`src/verilog/pvc_pkg.sv`:
```
// shared constants and carrier types for the buck voltage-control slave
package pvc_pkg;

  // two-wire bus slave identity and direction bit
  localparam logic [6:0] SLAVE_ADDR     = 7'h68;
  localparam logic       DIR_READ       = 1'b1;

  // register indices
  localparam logic [7:0] IDX_BUCK1_SET  = 8'h00;
  localparam logic [7:0] IDX_BUCK2_SET  = 8'h01;
  localparam logic [7:0] IDX_CONV_PARAM = 8'h04;
  localparam logic [7:0] IDX_SYS_CTRL   = 8'h07;

  // reset values and field positions
  localparam logic [6:0] SETPOINT_RST   = 7'h10;
  localparam logic [6:0] CONV_PARAM_RST = 7'h0F;
  localparam int         BLEED1_BIT     = 2;
  localparam int         BLEED2_BIT     = 3;
  localparam int         REG_CTRL_BIT   = 6;

  // bus figures and soft-start duration
  localparam int         CLK_PERIOD_NS  = 10;
  localparam int         BUS_MAX_KBPS   = 400;
  localparam int         SOFT_START_NS  = 20000;
  localparam logic [15:0] SOFT_START_CYC = 16'((SOFT_START_NS + CLK_PERIOD_NS - 1) / CLK_PERIOD_NS);
  // strap is read two cycles into soft-start, once the pin synchroniser holds real levels
  localparam logic [15:0] STRAP_TAKE_CNT = SOFT_START_CYC - 16'h0002;

  // synchroniser lanes: scl, sda, over-temp, two enables, variant strap
  localparam int         SYNC_W         = 6;

  typedef struct packed {
    logic [SYNC_W-1:0] stage1;
    logic [SYNC_W-1:0] stage2;
  } pvc_sync_t;

  typedef enum logic [3:0] {
    BUS_IDLE, BUS_ADDR, BUS_ADDR_ACK, BUS_IDX, BUS_IDX_ACK,
    BUS_WDATA, BUS_WDATA_ACK, BUS_RDATA, BUS_RDATA_ACK
  } pvc_bus_state_t;

  typedef enum logic [1:0] {
    PWR_SOFT, PWR_RUN, PWR_SHUT
  } pvc_pwr_state_t;

  // what the converters see
  typedef struct packed {
    logic [1:0] run;
    logic [1:0] bleed;
    logic       soft_start;
    logic       use_reg;
  } pvc_pwr_out_t;

  typedef struct packed {
    pvc_pwr_state_t st;
    logic [15:0]    cnt;
    logic           strap_taken;
    logic           adjustable;
    pvc_pwr_out_t   out;
  } pvc_pwr_reg_t;

  typedef struct packed {
    pvc_bus_state_t st;
    logic [3:0]     bit_cnt;
    logic [7:0]     shreg;
    logic [7:0]     idx;
    logic           rw;
    logic           nack;
    logic           scl_q;
    logic           sda_q;
    logic           sda_oe;
    logic [6:0]     sp1;
    logic [6:0]     sp2;
    logic [6:0]     cparam;
    logic           reg_ctrl;
  } pvc_top_reg_t;

endpackage : pvc_pkg

```
`src/verilog/pvc_power_ctl.sv`:
```
// thermal shutdown, soft-start restart, discharge and voltage-source selection
`timescale 1ns/10ps
module pvc_power_ctl
  import pvc_pkg::*;
(
  input  wire logic       clk,
  input  wire logic       sys_rst,
  input  wire logic       over_temp,
  input  wire logic [1:0] enable_req,
  input  wire logic [1:0] discharge_en,
  input  wire logic       reg_ctrl,
  input  wire logic       adjustable_strap,
  output pvc_pwr_out_t    pwr
);

  pvc_pwr_reg_t q;
  pvc_pwr_reg_t next_q;
  logic [1:0]   next_run;

  always_comb begin
    next_q   = q;
    next_run = 2'b00;
    // strap caught once, after the synchroniser has flushed its reset zeros; earlier it always reads 0
    if (!q.strap_taken && q.st == PWR_SOFT && q.cnt == STRAP_TAKE_CNT) begin
      next_q.strap_taken = 1'b1;
      next_q.adjustable  = adjustable_strap;
    end
    case (q.st)
      PWR_SOFT: begin
        next_run = enable_req;
        if (over_temp) begin
          next_q.st = PWR_SHUT;
        end else if (q.cnt == 16'h0000) begin
          next_q.st = PWR_RUN;
        end else begin
          next_q.cnt = q.cnt - 16'h0001;
        end
      end
      PWR_RUN: begin
        next_run = enable_req;
        if (over_temp) begin
          next_q.st = PWR_SHUT;
        end
      end
      default: begin
        // all regulators off until the sensor drops below its lower point
        if (!over_temp) begin
          next_q.st  = PWR_SOFT;
          next_q.cnt = SOFT_START_CYC;
        end
      end
    endcase
    if (over_temp) begin
      next_run = 2'b00;
    end
    next_q.out.run        = next_run;
    next_q.out.bleed      = discharge_en & ~next_run;
    next_q.out.soft_start = (next_q.st == PWR_SOFT);
    // external feedback sets the output on the adjustable variant
    next_q.out.use_reg    = reg_ctrl & ~next_q.adjustable;
  end

  always_ff @(posedge clk) begin
    if (sys_rst) begin
      q     <= '0;
      q.st  <= PWR_SOFT;
      q.cnt <= SOFT_START_CYC;
    end else begin
      q <= next_q;
    end
  end

  assign pwr = q.out;

endmodule : pvc_power_ctl

```
`src/verilog/pvc_sync2.sv`:
```
// two-flop synchroniser for all asynchronous pins of the block
`timescale 1ns/10ps
module pvc_sync2
  import pvc_pkg::*;
(
  input  wire logic              clk,
  input  wire logic              sys_rst,
  input  wire logic [SYNC_W-1:0] async_in,
  output logic      [SYNC_W-1:0] sync_out
);

  pvc_sync_t q;
  pvc_sync_t next_q;

  // stage1 feeds stage2 only; nothing else reads it
  always_comb begin
    next_q        = q;
    next_q.stage1 = async_in;
    next_q.stage2 = q.stage1;
  end

  always_ff @(posedge clk) begin
    if (sys_rst) begin
      q <= '0;
    end else begin
      q <= next_q;
    end
  end

  assign sync_out = q.stage2;

endmodule : pvc_sync2

```
`src/verilog/pvc_top.sv`:
```
// two-wire slave with buck setpoint, parameter and system control registers
`timescale 1ns/10ps

module pvc_top
  import pvc_pkg::*;
(
  input  wire logic       clk,
  input  wire logic       sys_rst,
  input  wire logic       serial_clock_pin,
  input  wire logic       serial_data_pin_in,
  output logic            serial_data_pin_out,
  output logic            serial_data_pin_oe,
  input  wire logic       over_temp_pin,
  input  wire logic       buck_one_enable_pin,
  input  wire logic       buck_two_enable_pin,
  input  wire logic       adjustable_strap_pin,
  output pvc_pwr_out_t    pwr,
  output logic [6:0]      buck1_setpoint_code,
  output logic [6:0]      buck2_setpoint_code,
  output logic [6:0]      converter_param_bits
);

  pvc_top_reg_t      q;
  pvc_top_reg_t      next_q;
  logic [SYNC_W-1:0] pins_sync;
  logic              scl;
  logic              sda;
  logic              scl_rise;
  logic              scl_fall;
  logic              start_seen;
  logic              stop_seen;
  logic [7:0]        next_idx;

  // every pin passes two flops; at 100 MHz a 400 kb/s bit spans over 200 samples
  pvc_sync2 u_sync (
    .clk      (clk),
    .sys_rst  (sys_rst),
    .async_in ({adjustable_strap_pin, buck_two_enable_pin, buck_one_enable_pin,
                over_temp_pin, serial_data_pin_in, serial_clock_pin}),
    .sync_out (pins_sync)
  );

  assign scl        = pins_sync[0];
  assign sda        = pins_sync[1];
  assign scl_rise   = scl & ~q.scl_q;
  assign scl_fall   = ~scl & q.scl_q;
  assign start_seen = scl & q.scl_q & q.sda_q & ~sda;
  assign stop_seen  = scl & q.scl_q & ~q.sda_q & sda;
  assign next_idx   = q.idx + 8'h01;

  // register read map, used when a read byte is first loaded and when it auto-advances
  function automatic logic [7:0] read_reg(input pvc_top_reg_t r, input logic [7:0] idx);
    logic [7:0] data;
    data = 8'h00;
    if (idx == IDX_BUCK1_SET) begin
      data = {1'b0, r.sp1};
    end else if (idx == IDX_BUCK2_SET) begin
      data = {1'b0, r.sp2};
    end else if (idx == IDX_CONV_PARAM) begin
      data = {1'b0, r.cparam};
    end else if (idx == IDX_SYS_CTRL) begin
      data = {1'b0, r.reg_ctrl, 6'h00};
    end
    return data;
  endfunction : read_reg

  always_comb begin
    next_q       = q;
    next_q.scl_q = scl;
    next_q.sda_q = sda;
    if (start_seen) begin
      // start and repeated start both restart address reception
      next_q.st      = BUS_ADDR;
      next_q.bit_cnt = 4'h0;
      next_q.sda_oe  = 1'b0;
    end else if (stop_seen) begin
      next_q.st     = BUS_IDLE;
      next_q.sda_oe = 1'b0;
    end else if (scl_rise) begin
      case (q.st)
        BUS_ADDR, BUS_IDX, BUS_WDATA: begin
          next_q.shreg   = {q.shreg[6:0], sda};
          next_q.bit_cnt = q.bit_cnt + 4'h1;
        end
        BUS_RDATA_ACK: begin
          next_q.nack = sda;
        end
        default: begin
        end
      endcase
    end else if (scl_fall) begin
      case (q.st)
        BUS_ADDR: begin
          if (q.bit_cnt == 4'h8) begin
            if (q.shreg[7:1] == SLAVE_ADDR) begin
              next_q.sda_oe = 1'b1;
              next_q.rw     = q.shreg[0];
              next_q.st     = BUS_ADDR_ACK;
            end else begin
              next_q.st = BUS_IDLE;
            end
          end
        end
        BUS_ADDR_ACK: begin
          next_q.bit_cnt = 4'h0;
          if (q.rw == DIR_READ) begin
            next_q.shreg  = read_reg(q, q.idx);
            next_q.sda_oe = ~next_q.shreg[7];
            next_q.st     = BUS_RDATA;
          end else begin
            next_q.sda_oe = 1'b0;
            next_q.st     = BUS_IDX;
          end
        end
        BUS_IDX: begin
          if (q.bit_cnt == 4'h8) begin
            next_q.idx    = q.shreg;
            next_q.sda_oe = 1'b1;
            next_q.st     = BUS_IDX_ACK;
          end
        end
        BUS_IDX_ACK: begin
          next_q.sda_oe  = 1'b0;
          next_q.bit_cnt = 4'h0;
          next_q.st      = BUS_WDATA;
        end
        BUS_WDATA: begin
          if (q.bit_cnt == 4'h8) begin
            next_q.sda_oe = 1'b1;
            next_q.st     = BUS_WDATA_ACK;
            // reserved bit 7 is dropped; unmapped indices accept and discard
            if (q.idx == IDX_BUCK1_SET) begin
              next_q.sp1 = q.shreg[6:0];
            end else if (q.idx == IDX_BUCK2_SET) begin
              next_q.sp2 = q.shreg[6:0];
            end else if (q.idx == IDX_CONV_PARAM) begin
              next_q.cparam = q.shreg[6:0];
            end else if (q.idx == IDX_SYS_CTRL) begin
              next_q.reg_ctrl = q.shreg[REG_CTRL_BIT];
            end
          end
        end
        BUS_WDATA_ACK: begin
          next_q.sda_oe  = 1'b0;
          next_q.bit_cnt = 4'h0;
          next_q.idx     = next_idx;
          next_q.st      = BUS_WDATA;
        end
        BUS_RDATA: begin
          next_q.bit_cnt = q.bit_cnt + 4'h1;
          if (q.bit_cnt == 4'h7) begin
            // release for the host's acknowledge
            next_q.sda_oe = 1'b0;
            next_q.st     = BUS_RDATA_ACK;
          end else begin
            next_q.shreg  = {q.shreg[6:0], 1'b0};
            next_q.sda_oe = ~q.shreg[6];
          end
        end
        BUS_RDATA_ACK: begin
          if (q.nack) begin
            next_q.sda_oe = 1'b0;
            next_q.st     = BUS_IDLE;
          end else begin
            next_q.idx     = next_idx;
            next_q.shreg   = read_reg(q, next_idx);
            next_q.sda_oe  = ~next_q.shreg[7];
            next_q.bit_cnt = 4'h0;
            next_q.st      = BUS_RDATA;
          end
        end
        default: begin
          next_q.sda_oe = 1'b0;
        end
      endcase
    end
  end

  always_ff @(posedge clk) begin
    if (sys_rst) begin
      q          <= '0;
      q.st       <= BUS_IDLE;
      q.scl_q    <= 1'b1;
      q.sda_q    <= 1'b1;
      q.sp1      <= SETPOINT_RST;
      q.sp2      <= SETPOINT_RST;
      q.cparam   <= CONV_PARAM_RST;
      q.reg_ctrl <= 1'b0;
    end else begin
      q <= next_q;
    end
  end

  pvc_power_ctl u_power (
    .clk              (clk),
    .sys_rst          (sys_rst),
    .over_temp        (pins_sync[2]),
    .enable_req       (pins_sync[4:3]),
    .discharge_en     ({q.cparam[BLEED2_BIT], q.cparam[BLEED1_BIT]}),
    .reg_ctrl         (q.reg_ctrl),
    .adjustable_strap (pins_sync[5]),
    .pwr              (pwr)
  );

  // open-drain data line: only ever pulled low
  assign serial_data_pin_out  = 1'b0;
  assign serial_data_pin_oe   = q.sda_oe;
  // code passes straight to the linear 25 mV-step reference; codes past 6F are left undefined
  assign buck1_setpoint_code  = q.sp1;
  assign buck2_setpoint_code  = q.sp2;
  assign converter_param_bits = q.cparam;

endmodule : pvc_top
```
`config.mk`:
```
export PLATFORM = sky130hd
export DESIGN_NAME = pvc_top
export DESIGN_NICKNAME = d
export VERILOG_FILES = /design/src/verilog/pvc_pkg.sv /design/src/verilog/pvc_power_ctl.sv /design/src/verilog/pvc_sync2.sv /design/src/verilog/pvc_top.sv
export SDC_FILE = /design/constraint.sdc
export NUM_CORES = 1
export LEC_CHECK = 0
export ABC_AREA = 1
export BUFFER_PORTS_ARGS = -buffer_cell sky130_fd_sc_hd__buf_2
export CAP_MARGIN = 10
export CELL_PAD_IN_SITES_DETAIL_PLACEMENT = 1
export CELL_PAD_IN_SITES_GLOBAL_PLACEMENT = 2
export CORE_MARGIN = 10
export CORE_UTILIZATION = 34
export CTS_BUF_LIST = sky130_fd_sc_hd__clkbuf_16
export CTS_CLUSTER_SIZE = 25
export DETAILED_ROUTE_END_ITERATION = 8
export PLACE_DENSITY_LB_ADDON = 0.05
export SYNTH_ARGS = -nofsm -noshare
export SYNTH_HDL_FRONTEND = slang
export SYNTH_SLANG_ARGS = --single-unit
```
`constraint.sdc`:
```
create_clock -name clk -period 2.05 [get_ports clk]
set_input_delay 0.205 -clock clk [delete_from_list [all_inputs] [get_ports clk]]
set_output_delay 0.205 -clock clk [all_outputs]
set_load 0.01 [all_outputs]
```
# ---- Yosys cells after proc, flatten, opt, wreduce, memory -nomap -nowiden
# Cells that the tools add are included.
dict set report word_totals {
  memories 0
  reg_bits 89
  mem_bits_ro 0
  latch_bits 0
  mem_bits_rw 0
  output_inout_bits 29
}
dict set report classes {
  shifts 0
  muxes 74
  bitwise_logic 26
  n_mul 0
  n_eq_ne 35
  div_mod_pow 0
  order_cmp 0
  n_addsub 3
  reduce_logical 34
}
# cell n
set op_table {}
lappend op_table {{2-to-1 mux 8 bit} 19}
lappend op_table {{2-to-1 mux 7 bit} 8}
lappend op_table {{case mux 8 bit (3 select lines)} 2}
lappend op_table {{2-to-1 mux 22 bit} 2}
lappend op_table {{AND reduction 7 bit} 5}
lappend op_table {{equality test 8 x 3 -> 1 bit (second input constant)} 4}
lappend op_table {{2-to-1 mux 16 bit} 2}
lappend op_table {{case mux 16 bit (2 select lines)} 1}
lappend op_table {{case mux 4 bit (7 select lines)} 1}
lappend op_table {{2-to-1 mux 12 bit} 2}
lappend op_table {{2-to-1 mux 23 bit} 1}
lappend op_table {{equality test 4 x 3 -> 1 bit (second input constant)} 5}
lappend op_table {{2-to-1 mux 20 bit} 1}
lappend op_table {{2-to-1 mux 18 bit} 1}
lappend op_table {{equality test 16 x 11 -> 1 bit (second input constant)} 1}
lappend op_table {{equality test 8 x 1 -> 1 bit (second input constant)} 2}
lappend op_table {{logical NOT 16 bit} 1}
lappend op_table {{logical NOT 8 bit} 2}
lappend op_table {{2-to-1 mux 1 bit} 16}
lappend op_table {{2-to-1 mux 4 bit} 4}
lappend op_table {{!= test 4 bit (second input constant)} 4}
lappend op_table {{inverter 1 bit} 16}
lappend op_table {{AND reduction 8 bit} 2}
lappend op_table {{subtractor 16 x 1 -> 16 bit (second input constant)} 1}
lappend op_table {{other kinds (38)} 69}

# ---- Longest topological paths before layout
# Gate-level depths: netlist of the first run.
dict set report logic_depth {
  ltp_word 18
  mapped_depth 15
  ltp_nobuf 15
}

# ---- Modules after synthesis
# From an unflattened synthesis of the first run, not the netlist that was laid out.
dict set report hier_totals {
  cells_unflattened 794
  area_unflattened_um2 5440.2
}
# module cells_per_inst seq_area_each_um2 n_inst area_per_inst_um2
set by_module_without_submodules {}
lappend by_module_without_submodules {pvc_top 532 1021.0 1 3597.2}
lappend by_module_without_submodules {pvc_power_ctl 225 520.5 1 1501.4}
lappend by_module_without_submodules {pvc_sync2 37 240.2 1 341.6}

# ---- Worst setup path before layout of the first run
# Ideal clock, no wire load.
dict set report synth_path {
  path_type {reg-to-reg}
  start {register q[28] (netlist name)}
  end {register q[36] (netlist name)}
  path_slack_ns 0.219
  path_stages_with_launch 16
  t_arrival_ns 1.709
  n_path_buf 1
  period_less_slack_ns 1.831
  path_cell_list {dfxtp_1 ha_1 nand2_1 nor2_2 nand2_1 nand2_1 nand2_2 nor2_8 nand3_4 buf_6 nor2_1 nor2_1 nand2_1 nand2_1 nand2_1 a21oi_2}
}
dict set report synth_via {
  elab_chain_len 15
}
# element line
set synth_rtl {}
lappend synth_rtl {{start: declaration} pvc_top.sv:23} ;# pvc_top_reg_t q;
lappend synth_rtl {{start signal: assignment} pvc_top.sv:190} ;# q <= next_q;
lappend synth_rtl {{adder 8 x 1 -> 8 bit} pvc_top.sv:49} ;# assign next_idx = q.idx + 8'h01;
lappend synth_rtl {{equality test 8 x 3 -> 1 bit} pvc_top.sv:59} ;# end else if (idx == IDX_CONV_PARAM) begin
lappend synth_rtl {{2-to-1 mux 8 bit} pvc_top.sv:59}
lappend synth_rtl {{2-to-1 mux 8 bit} pvc_top.sv:57} ;# end else if (idx == IDX_BUCK2_SET) begin
lappend synth_rtl {{2-to-1 mux 8 bit} pvc_top.sv:55} ;# if (idx == IDX_BUCK1_SET) begin
lappend synth_rtl {{2-to-1 mux 8 bit} pvc_top.sv:161} ;# if (q.nack) begin
lappend synth_rtl {{2-to-1 mux 8 bit} pvc_top.sv:92} ;# case (q.st)
lappend synth_rtl {{2-to-1 mux 8 bit} pvc_top.sv:91} ;# end else if (scl_fall) begin
lappend synth_rtl {{2-to-1 mux 8 bit} pvc_top.sv:79} ;# end else if (scl_rise) begin
lappend synth_rtl {{2-to-1 mux 8 bit} pvc_top.sv:76} ;# end else if (stop_seen) begin
lappend synth_rtl {{2-to-1 mux 8 bit} pvc_top.sv:71} ;# if (start_seen) begin
lappend synth_rtl {{2-to-1 mux 20 bit} pvc_top.sv:161}
lappend synth_rtl {{case mux 8 bit (3 select lines) *} pvc_top.sv:92}
lappend synth_rtl {{2-to-1 mux 22 bit *} pvc_top.sv:91}
lappend synth_rtl {{2-to-1 mux 12 bit *} pvc_top.sv:79}
# Mark *: on every way between the ends. The rest lies on a longest branch, timed or not. The select of a mux whose other input is x is not followed.
# A chain may end at the register's enable or synchronous reset.

# ---- Worst setup path in the final report of the first run
dict set report layout_path {
  start {register q[50] (netlist name)}
  end {register q[49] (netlist name)}
}
dict set report layout_via {
  elab_chain_len 4
}
# element line
set layout_rtl {}
lappend layout_rtl {{equality test 4 x 3 -> 1 bit} pvc_top.sv:92}
lappend layout_rtl {{OR reduction 2 bit (no line)} n/a}
lappend layout_rtl {{nonzero test 7 bit (no line)} n/a}
lappend layout_rtl {{AND reduction 7 bit (no line)} n/a}
# Several ways; a longest one is shown, not always the timed one.

==> results.md, run 1 <==
- The run finished with clean final reports.
- The critical path goes through inv_1 > nand2_2 > nor2_2 > buf_4 > nand2_1 > nand2_1 > a21oi_2 > nand2_1 > nor2_2 > nand4_1 > o21ai_0 > nor2_1.
- The synthesized design contains 0 enable-type register cells.
- The internal portion of the total power is 3.425 mW.
- The die outline width is 144.6 um.
- The post-placement cell area is 0.005677 mm^2.
- The TritonCTS clock tree is yes.
- The initialized floorplan defines 45 standard-cell rows.
- The worst register-to-register path begins at q[50].
- For this run, the total global-route usage over all layers was measured as 0.1731.
- The leftover overflow at the end of global routing is 0.
- The share of total power consumed by net switching is 0.3725.
- The summed instance area of the synthesized netlist is 0.005276 mm^2.
- The count of buffers added on input and output ports is 35.
- The first global-routing pass estimated 28.61 mm of wire.
- The analysis attributes to net switching a power of 2.033 mW.
- The clock transition time at the flip-flop clock pins of the worst setup and hold paths is 0.07 ns.
- Setup violations remaining at the end of the flow were counted as 0.
- The worst clock skew on the final layout is 0.005400 ns.
- The overall routed net length is 17.64 mm.
- The cell that appears most often on the critical path is sky130_fd_sc_hd__nand2_1.
- The number of maximum-capacitance constraint violations is 0.
- Measured in cells, the most critical reg-to-reg path has a length of 12.
- Setup total negative slack on the finished layout was measured at 0 ns.
- By count the netlist is led by 154 x sky130_fd_sc_hd__nand2_1, 106 x sky130_fd_sc_hd__inv_1, 96 x sky130_fd_sc_hd__nor2_1.
- The average cell area after synthesis is 6.721 um^2.
- The most used flip-flop cell after synthesis is sky130_fd_sc_hd__dfxtp_1.
- Ranked by total cell area, the synthesized netlist is headed by sky130_fd_sc_hd__dfxtp_1 34%, sky130_fd_sc_hd__nand2_1 11%, sky130_fd_sc_hd__inv_1 7.5%, sky130_fd_sc_hd__nor2_1 6.8%, sky130_fd_sc_hd__a21oi_1 6.6%.
- The unique cell type count in the Yosys netlist is 46.
- Counting both buffers and inverters, the worst setup path holds a total of 2.
- The critical path is of the flop to flop type.
- The depth of the critical timing path with buffers and inverters included is 12.
- The count of final max-slew check failures is 0.
- The final count of hold timing violations is 0.
- Entering global routing, the biggest net connects 42 pins.
- The top-area cell type share of the netlist area is 0.3377.
- The area of the die is 0.02090 mm^2.
- In the final layout, the share of cells above drive strength 1 is 0.2072.
- The worst setup timing slack at the placement stage is -0.08235 ns.
- The initial antenna violation count is 0.
- The half-perimeter wire length after placement is 13.72 mm.
- The highest net fanout along the worst path is 5.
- The reported leakage power is 2.677 nW.
- The type of the worst min-delay path is input port to flop.
- The start point of the worst hold path is buck_one_enable_pin.
- The via count of the first global-routing pass came to 5271.
- After synthesis, the share of flip-flops with an asynchronous set or reset is 0.
- The kind of cell with the highest combined delay along the critical path is simple AND/OR/NAND/NOR gates.
- The number of nets at the end of the flow is 851.
- STA classifies the critical path endpoint as a flop.
- The first TritonRoute pass finished after 4 iterations.
- After floorplanning, the core was sized to cover 0.01520 mm^2.
- The stage delay of the slowest cell on the critical path is 0.41 ns.
- The largest total area in the synthesized netlist belongs to sky130_fd_sc_hd__dfxtp_1.
- The vertical die dimension is 144.6 um.
- The share of total power dissipated in combinational logic is 0.316.
- In this run the clock root is driven by a sky130_fd_sc_hd__clkbuf_16.
- The average routed wire per standard cell is 17.24 um.
- The maximum clock path buffer count is 2.
- The largest individual stage delay along the critical path comes from the cell sky130_fd_sc_hd__dfxtp_1.
- Once layout is done, the placed cells without fillers occupy 0.006206 mm^2.
- In this run the worst setup path begins at q[50].
- The share of total power dissipated in sequential elements is 0.369.
- The congestion estimate from routability-driven global placement came to 0.9085.
- The total number of vias is 5179.
- The residual DRC count is 0.
- The yosys synthesis warning count is 0.
- Of the total power, the clock network draws 0.315.
- The sequential element share of the synthesized area is 0.3377.
- For this run, the top clock speed supported by timing is 525.0 MHz.
- The share of the clock period used by the worst path after layout is 0.9292.
- The number of clock buffers inserted by TritonCTS is 9.
- The data arrival time of the critical path is 2.15 ns.
- The power density relative to cell area is 879.5 mW/mm^2.
- After detailed routing, the number of vias per cell comes to 5.063.
- Hold timing on the final database bottoms out at a slack of 0.05891 ns.
- Buffers inserted to repair hold after CTS numbered 0.
- The number of antenna cells inserted is 0.
- When the netlist entered floorplanning its net count stood at 806.
- The synthesized instance count is 785.
- 37 I/O pins were placed.
- The final critical-path setup slack is 0.1452 ns.
- Across the VDD grid, the largest voltage drop is 0.4718 mV.
- The initial cell density of the core is 0.3471.
- The cell depth of the worst hold path is 3.
- sky130_fd_sc_hd__nand2_1 is the most common cell in the netlist.
- The final period demand of the worst path is 1.905 ns.
- The H-tree generated during clock tree synthesis spans 3 levels.
- STA classifies the critical path startpoint as a flop.
- Excluding fillers, the count of instances in the completed layout stands at 1023.
- The area added between synthesis and finish is 17.62%.
- The number of clock sinks is 89.
- The clock insertion delay at the later pin of the skew report is 0.35 ns.
- The synthesized flop and latch total is 89.
- The data required time at the worst endpoint is 2.30 ns.
- The cell total after placement is 1001.
- The starting DRC count in detailed routing is 281.
- The detail route stage leaves a number of antenna-violating nets equal to 0.
per-layer routing:
layer / vias to the layer above / wire length (um) / global-route usage
met3: 12 / 706 / 0.02919
met1: 2487 / 8704 / 0.2405
met4: 0 / 219 / 0.04628
met5: - / 0 / 0
met2: 76 / 8006 / 0.2691
li1: 2604 / - / -
flip-flops by register name, summed over array words and instances, names as in the netlist:
name and flops:
buck1_setpoint_code 7, u_power.pwr 6, q 29, converter_param_bits 7, buck2_setpoint_code 7, u_sync.next_q 6, serial_data_pin_oe 1, u_sync.sync_out 6
u_power.q 20
power groups by stage:
stage / combinational [mW] / clock (mW) / sequential, mW
after detailed placement: 1.62 / 0 / 2.04
after CTS: 1.63 / 1.77 / 2.00
final: 1.73 / 1.72 / 2.01
after global placement: 1.58 / 0 / 2.03
after global routing: 1.93 / 1.86 / 2.03
after floorplan: 1.05 / 0 / 1.99
tightest hold or removal path, cell delays in order:
cell	delay, ns
sky130_fd_sc_hd__buf_2	0.07
sky130_fd_sc_hd__inv_1	0.03
sky130_fd_sc_hd__nor2_1	0.07
timing repair:
action                     CTS  global route
pin swaps                    0             7
cloned                       1             0
buffers inserted             0             5
resized for setup            2            50
setup endpoints to repair    9            49
through the flow:
| stage | power, mW | util |
|---|---|---|
| 6_report | 5.458 | 0.4082 |
| 5_1_grt | 5.825 | 0.4082 |
| 4_1_cts | 5.402 | 0.3944 |
| 3_5_place_dp | 3.657 | 0.3734 |
| 3_3_place_gp | 3.619 | 0.3734 |
| 2_1_floorplan | 3.040 | - |
logic make-up (layout without fill, tap and decap cells):
| family | count (synthesis) | count (layout) | share of synthesized area |
|---|---|---|---|
| compound gates | 159 | 159 | 0.1698 |
| xor+xnor | 9 | 9 | 0.01494 |
| fa+ha+maj | 13 | 13 | 0.03083 |
| buf+inv | 166 | 215 | 0.1456 |
| flops | 89 | 89 | 0.3377 |
| mux | 1 | 1 | 0.001897 |
| other cells | 1 | 1 | 0.0007107 |
| simple gates | 347 | 348 | 0.2986 |
cell usage in the layout (no fill, tap or decap), types with 2 or more instances in the layout:
| cell | Yosys | layout |
|---|---|---|
| sky130_fd_sc_hd__nor2_4 | 3 | 5 |
| sky130_fd_sc_hd__inv_2 | 10 | 9 |
| sky130_fd_sc_hd__ha_4 | 0 | 2 |
| sky130_fd_sc_hd__dfxtp_1 | 89 | 84 |
| sky130_fd_sc_hd__buf_4 | 31 | 46 |
| sky130_fd_sc_hd__nor3_4 | 1 | 3 |
| sky130_fd_sc_hd__nand3_4 | 1 | 3 |
| sky130_fd_sc_hd__nand2_2 | 5 | 9 |
| sky130_fd_sc_hd__dfxtp_4 | 0 | 2 |
| sky130_fd_sc_hd__a21oi_1 | 70 | 69 |
| sky130_fd_sc_hd__clkinvlp_4 | 0 | 4 |
| sky130_fd_sc_hd__a21oi_2 | 4 | 4 |
| sky130_fd_sc_hd__o211ai_1 | 13 | 13 |
| sky130_fd_sc_hd__nand3_2 | 8 | 10 |
| sky130_fd_sc_hd__nand4_1 | 17 | 17 |
| sky130_fd_sc_hd__buf_6 | 3 | 2 |
| sky130_fd_sc_hd__nand3_1 | 35 | 32 |
| sky130_fd_sc_hd__nor4_1 | 5 | 5 |
| sky130_fd_sc_hd__nor3_1 | 12 | 10 |
| sky130_fd_sc_hd__inv_1 | 106 | 103 |
| sky130_fd_sc_hd__nor2_2 | 4 | 14 |
| sky130_fd_sc_hd__dfxtp_2 | 0 | 3 |
| sky130_fd_sc_hd__inv_6 | 0 | 3 |
| sky130_fd_sc_hd__o21ai_0 | 51 | 48 |
| sky130_fd_sc_hd__xor2_1 | 8 | 8 |
| sky130_fd_sc_hd__nand2_1 | 154 | 150 |
| sky130_fd_sc_hd__a31oi_1 | 6 | 6 |
| sky130_fd_sc_hd__nor2_1 | 96 | 84 |
| sky130_fd_sc_hd__clkbuf_16 | 0 | 9 |
| sky130_fd_sc_hd__o21ai_1 | 5 | 8 |
| sky130_fd_sc_hd__buf_2 | 5 | 35 |
| sky130_fd_sc_hd__ha_1 | 13 | 11 |
path summary, 6_finish.rpt:
path                                      endpoint  slack (ns)
worst min-delay path              u_sync.next_q[3]        0.06
worst max-delay path                         q[49]        0.15
worst min register to register  u_sync.sync_out[5]        0.41
worst max register to register               q[49]        0.15
final cells by class:
class | count | area [um^2]
well taps | 188 | 235.2
clock inverters | 7 | 76.32
multi-input cells | 531 | 2883
clock buffers | 9 | 225.2
fillers | 1944 | 8996
flip-flops and latches | 89 | 1793
repair buffers | 83 | 543.0
inverters | 116 | 450.4
Power figures use the tool's default switching activity.
==> run 2: changes to the inputs <==
--- a/config.mk
+++ b/config.mk
@@ -18,2 +18,3 @@
 export PLACE_DENSITY_LB_ADDON = 0.05
+export SETUP_SLACK_MARGIN = 0.1
 export SYNTH_ARGS = -nofsm -noshare
==> constraint.sdc (replaced) <==
create_clock -name clk -period 2.05 [get_ports clk]
set_input_delay 0.3075 -clock clk [delete_from_list [all_inputs] [get_ports clk]]
set_output_delay 0.3075 -clock clk [all_outputs]
set_load 0.01 [all_outputs]
==> results.md, run 2 (synthesized netlist as in run 1, its figures left out) <==
- Outcome: finished clean (unchanged).
- The maximum clock path buffer count was 2 (unchanged).
- The leftover overflow at the end of global routing came to 0 (unchanged).
- The count of final max-slew check failures is 0 (unchanged).
- The area added between synthesis and finish was 23.50% (was 17.62%).
- The number of rows in the core area is 45 (unchanged).
- The TritonCTS clock tree is yes (unchanged).
- The number of clock buffers inserted by TritonCTS is 9 (unchanged).
- The vertical die dimension is 144.6 um (unchanged).
- The residual DRC count is 0 (unchanged).
- The detailed-routing iteration count for the pre-antenna-repair pass is 4 (unchanged).
- The die outline width is 144.6 um (unchanged).
- The peak supply drop is 0.4718 mV (about the same).
- The type of destination of the critical path is a flop (unchanged).
- The highest net fanout along the worst path was 6 (was 5).
- The cell total after placement is 1001 (unchanged).
- The number of standard cells in the layout, taps in and fillers out is 1037 (was 1023).
- The number of top-level pins is 37 (unchanged).
- The starting DRC count in detailed routing was 284 (was 281).
- The fill cell instance count of the final layout was 1921 (was 1944).
- The post-route core utilization is 0.4286 (was 0.4082).
- The initial cell density of the core was 0.3471 (unchanged).
- The total power after layout came to 5.624 mW (was 5.458 mW).
- The most flop-heavy register is q (unchanged).
- The worst setup timing slack at the placement stage is -0.08235 ns (unchanged).
- The flip-flop and latch area is 0.001805 mm^2 (was 0.001793 mm^2).
- The design area came to 0.006516 mm^2 (was 0.006206 mm^2).
- The power density relative to cell area came to 863.1 mW/mm^2 (was 879.5 mW/mm^2).
- The H-tree depth is 3 (unchanged).
- The port buffer count is 35 (unchanged).
- Setup repair after global routing could not meet its margin everywhere.
- The type of the worst min-delay path was input port to flop (unchanged).
- The capturing point of the worst reg2reg path is q[38] (was q[49]).
- The data required time at the worst endpoint is 2.34 ns (was 2.30 ns).
- The total number of vias is 5297 (was 5179).
- The half-perimeter wire length after placement is 13.72 mm (unchanged).
- The final period demand of the worst path is 1.910 ns (was 1.905 ns).
- The post-placement cell area is 0.005677 mm^2 (unchanged).
- The worst clock skew on the final layout is 0.005819 ns (was 0.005400 ns).
- The overall global routing resource usage is 0.1757 (was 0.1731).
- The number of clock sinks is 89 (unchanged).
- The startpoint of the most critical register-to-register path is q[27] (was q[50]).
- Most frequent cells in the layout: 145 x sky130_fd_sc_hd__nand2_1, 99 x sky130_fd_sc_hd__inv_1, 78 x sky130_fd_sc_hd__nor2_1, 78 x sky130_fd_sc_hd__dfxtp_1, 63 x sky130_fd_sc_hd__a21oi_1 (was 150 x sky130_fd_sc_hd__nand2_1, 103 x sky130_fd_sc_hd__inv_1, 84 x sky130_fd_sc_hd__nor2_1, 84 x sky130_fd_sc_hd__dfxtp_1, 69 x sky130_fd_sc_hd__a21oi_1).
- The number of nets at the end of the flow was 865 (was 851).
- The weighted congestion at the end of routability-driven global placement is 0.9085 (unchanged).
- The wire length of the first global-routing pass is 29.03 mm (was 28.61 mm).
- The register-to-register setup slack is 0.14 ns (was 0.15 ns).
- The via count of the first global-routing pass is 5330 (was 5271).
- The flip-flop count of the largest register after layout came to 29 (unchanged).
- The fraction of layout instances using a drive strength above 1 is 0.2627 (was 0.2072).
- The cell depth of the worst flop-to-flop path is 14 (was 12).
- The area occupied by multi-input gates is 0.003049 mm^2 (was 0.002883 mm^2).
- The number of endpoints failing setup at the final stage is 0 (unchanged).
- The kind of start point of the critical path was a flop (unchanged).
- The clock transition time at the flip-flop clock pins of the worst setup and hold paths is 0.07 ns (about the same).
- Leading registers by flop count: q: 29 flops, u_power.q: 20 flops (unchanged).
- The library cell used as clock root buffer is sky130_fd_sc_hd__clkbuf_16 (unchanged).
- The data arrival time of the critical path came to 2.20 ns (was 2.15 ns).
- The number of nets with antenna violations after routing came to 0 (unchanged).
- The clock insertion delay at the later pin of the skew report was 0.35 ns (about the same).
- The commonest non-fill, non-tap cell in the layout is sky130_fd_sc_hd__nand2_1 (unchanged).
- The average routed wire per standard cell was 17.43 um (was 17.24 um).
- The number of maximum-capacitance constraint violations came to 0 (unchanged).
- The final count of hold timing violations was 0 (unchanged).
- The initial antenna violation count came to 0 (unchanged).
- The overall routed net length is 18.07 mm (was 17.64 mm).
- The cell depth of the worst hold path is 3 (unchanged).
- The number of antenna cells inserted is 0 (unchanged).
- The area of the die is 0.02090 mm^2 (unchanged).
- The largest net degree at the start of global routing came to 42 (unchanged).
- The share of the clock period used by the worst path after layout was 0.9315 (was 0.9292).
- The reported leakage power was 2.780 nW (was 2.677 nW).
- The final critical-path setup slack is 0.1403 ns (was 0.1452 ns).
- The start point of the worst hold path is adjustable_strap_pin (was buck_one_enable_pin).
- The maximum clock frequency came to 523.7 MHz (was 525.0 MHz).
- The category of the critical setup timing path was flop to flop (unchanged).
- The destination of the worst hold path is u_sync.next_q[5] (was u_sync.next_q[3]).
- The core area is 0.01520 mm^2 (unchanged).
- The detailed-route vias per instance is 5.108 (was 5.063).
==> run 2: cell type report <==
type,count,share of cell area
sequential,89,0.2771
clock buffer,9,0.03456
tap,188,0.03610
inverter,116,0.06912
timing repair inverter,1,0.001152
clock inverter,7,0.01171
timing repair buffer,96,0.1023
multi-input combinational,531,0.4679
==> run 2: metrics by stage <==
| step | TNS [ns] | hold slack, ns |
|---|---|---|
| after floorplan | 0 | 0.3883 |
| after global placement | -0.1723 | 0.3943 |
| after detailed placement | -0.3969 | 0.4030 |
| after CTS | 0 | 0.1493 |
| after global routing | 0 | 0.1634 |
| final | 0 | 0.1585 |
==> run 2: worst max path at each step <==
stage,cells past startpoint,end,slack (ns),start
2_1_floorplan,15,q[36],0.22,q[28]
3_3_place_gp,10,q[28],-0.05,q[24]
3_5_place_dp,10,q[27],-0.08,q[24]
4_1_cts,12,u_power.q[13],0.08,u_power.q[9]
5_1_grt,14,q[38],0.004,q[27]
6_report,14,q[38],0.14,q[27]
==> run 2: repair_timing <==
action	CTS	global route
gates resized for setup	18	92
hold buffers	0	0
cloned	2	0
buffers inserted	6	12
pin swaps	0	36
setup endpoints to repair	39	58
==> run 2: report_power, final <==
group | total, mW | internal, mW | switching (mW)
logic | 1.87 | 0.689 | 1.19
clock network | 1.72 | 0.957 | 0.765
registers | 2.03 | 1.87 | 0.163
total | 5.62 | 3.51 | 2.11
==> run 2: routing by layer <==
layer / global-route usage / part of all wire / up-vias
met4: 0.04574 / 0.014 / 0
met2: 0.2766 / 0.46 / 85
li1: - / - / 2638
met1: 0.2417 / 0.48 / 2559
met5: 0 / 0 / -
met3: 0.02985 / 0.042 / 15
==> run 2: worst max-delay path: stages, from the launching register on <==
cell                         delay (ns)
sky130_fd_sc_hd__dfxtp_4           0.39
sky130_fd_sc_hd__clkinvlp_4        0.10
sky130_fd_sc_hd__buf_6             0.12
sky130_fd_sc_hd__nor2_4            0.16
sky130_fd_sc_hd__nand2_2           0.08
sky130_fd_sc_hd__nand2_2           0.08
sky130_fd_sc_hd__nand2_4           0.07
sky130_fd_sc_hd__nor2_8            0.17
sky130_fd_sc_hd__buf_6             0.14
sky130_fd_sc_hd__nand4_1           0.12
sky130_fd_sc_hd__nand3_4           0.13
sky130_fd_sc_hd__nand2_2           0.04
sky130_fd_sc_hd__nand2_1           0.05
sky130_fd_sc_hd__nand2_1           0.06
sky130_fd_sc_hd__a21oi_2           0.12
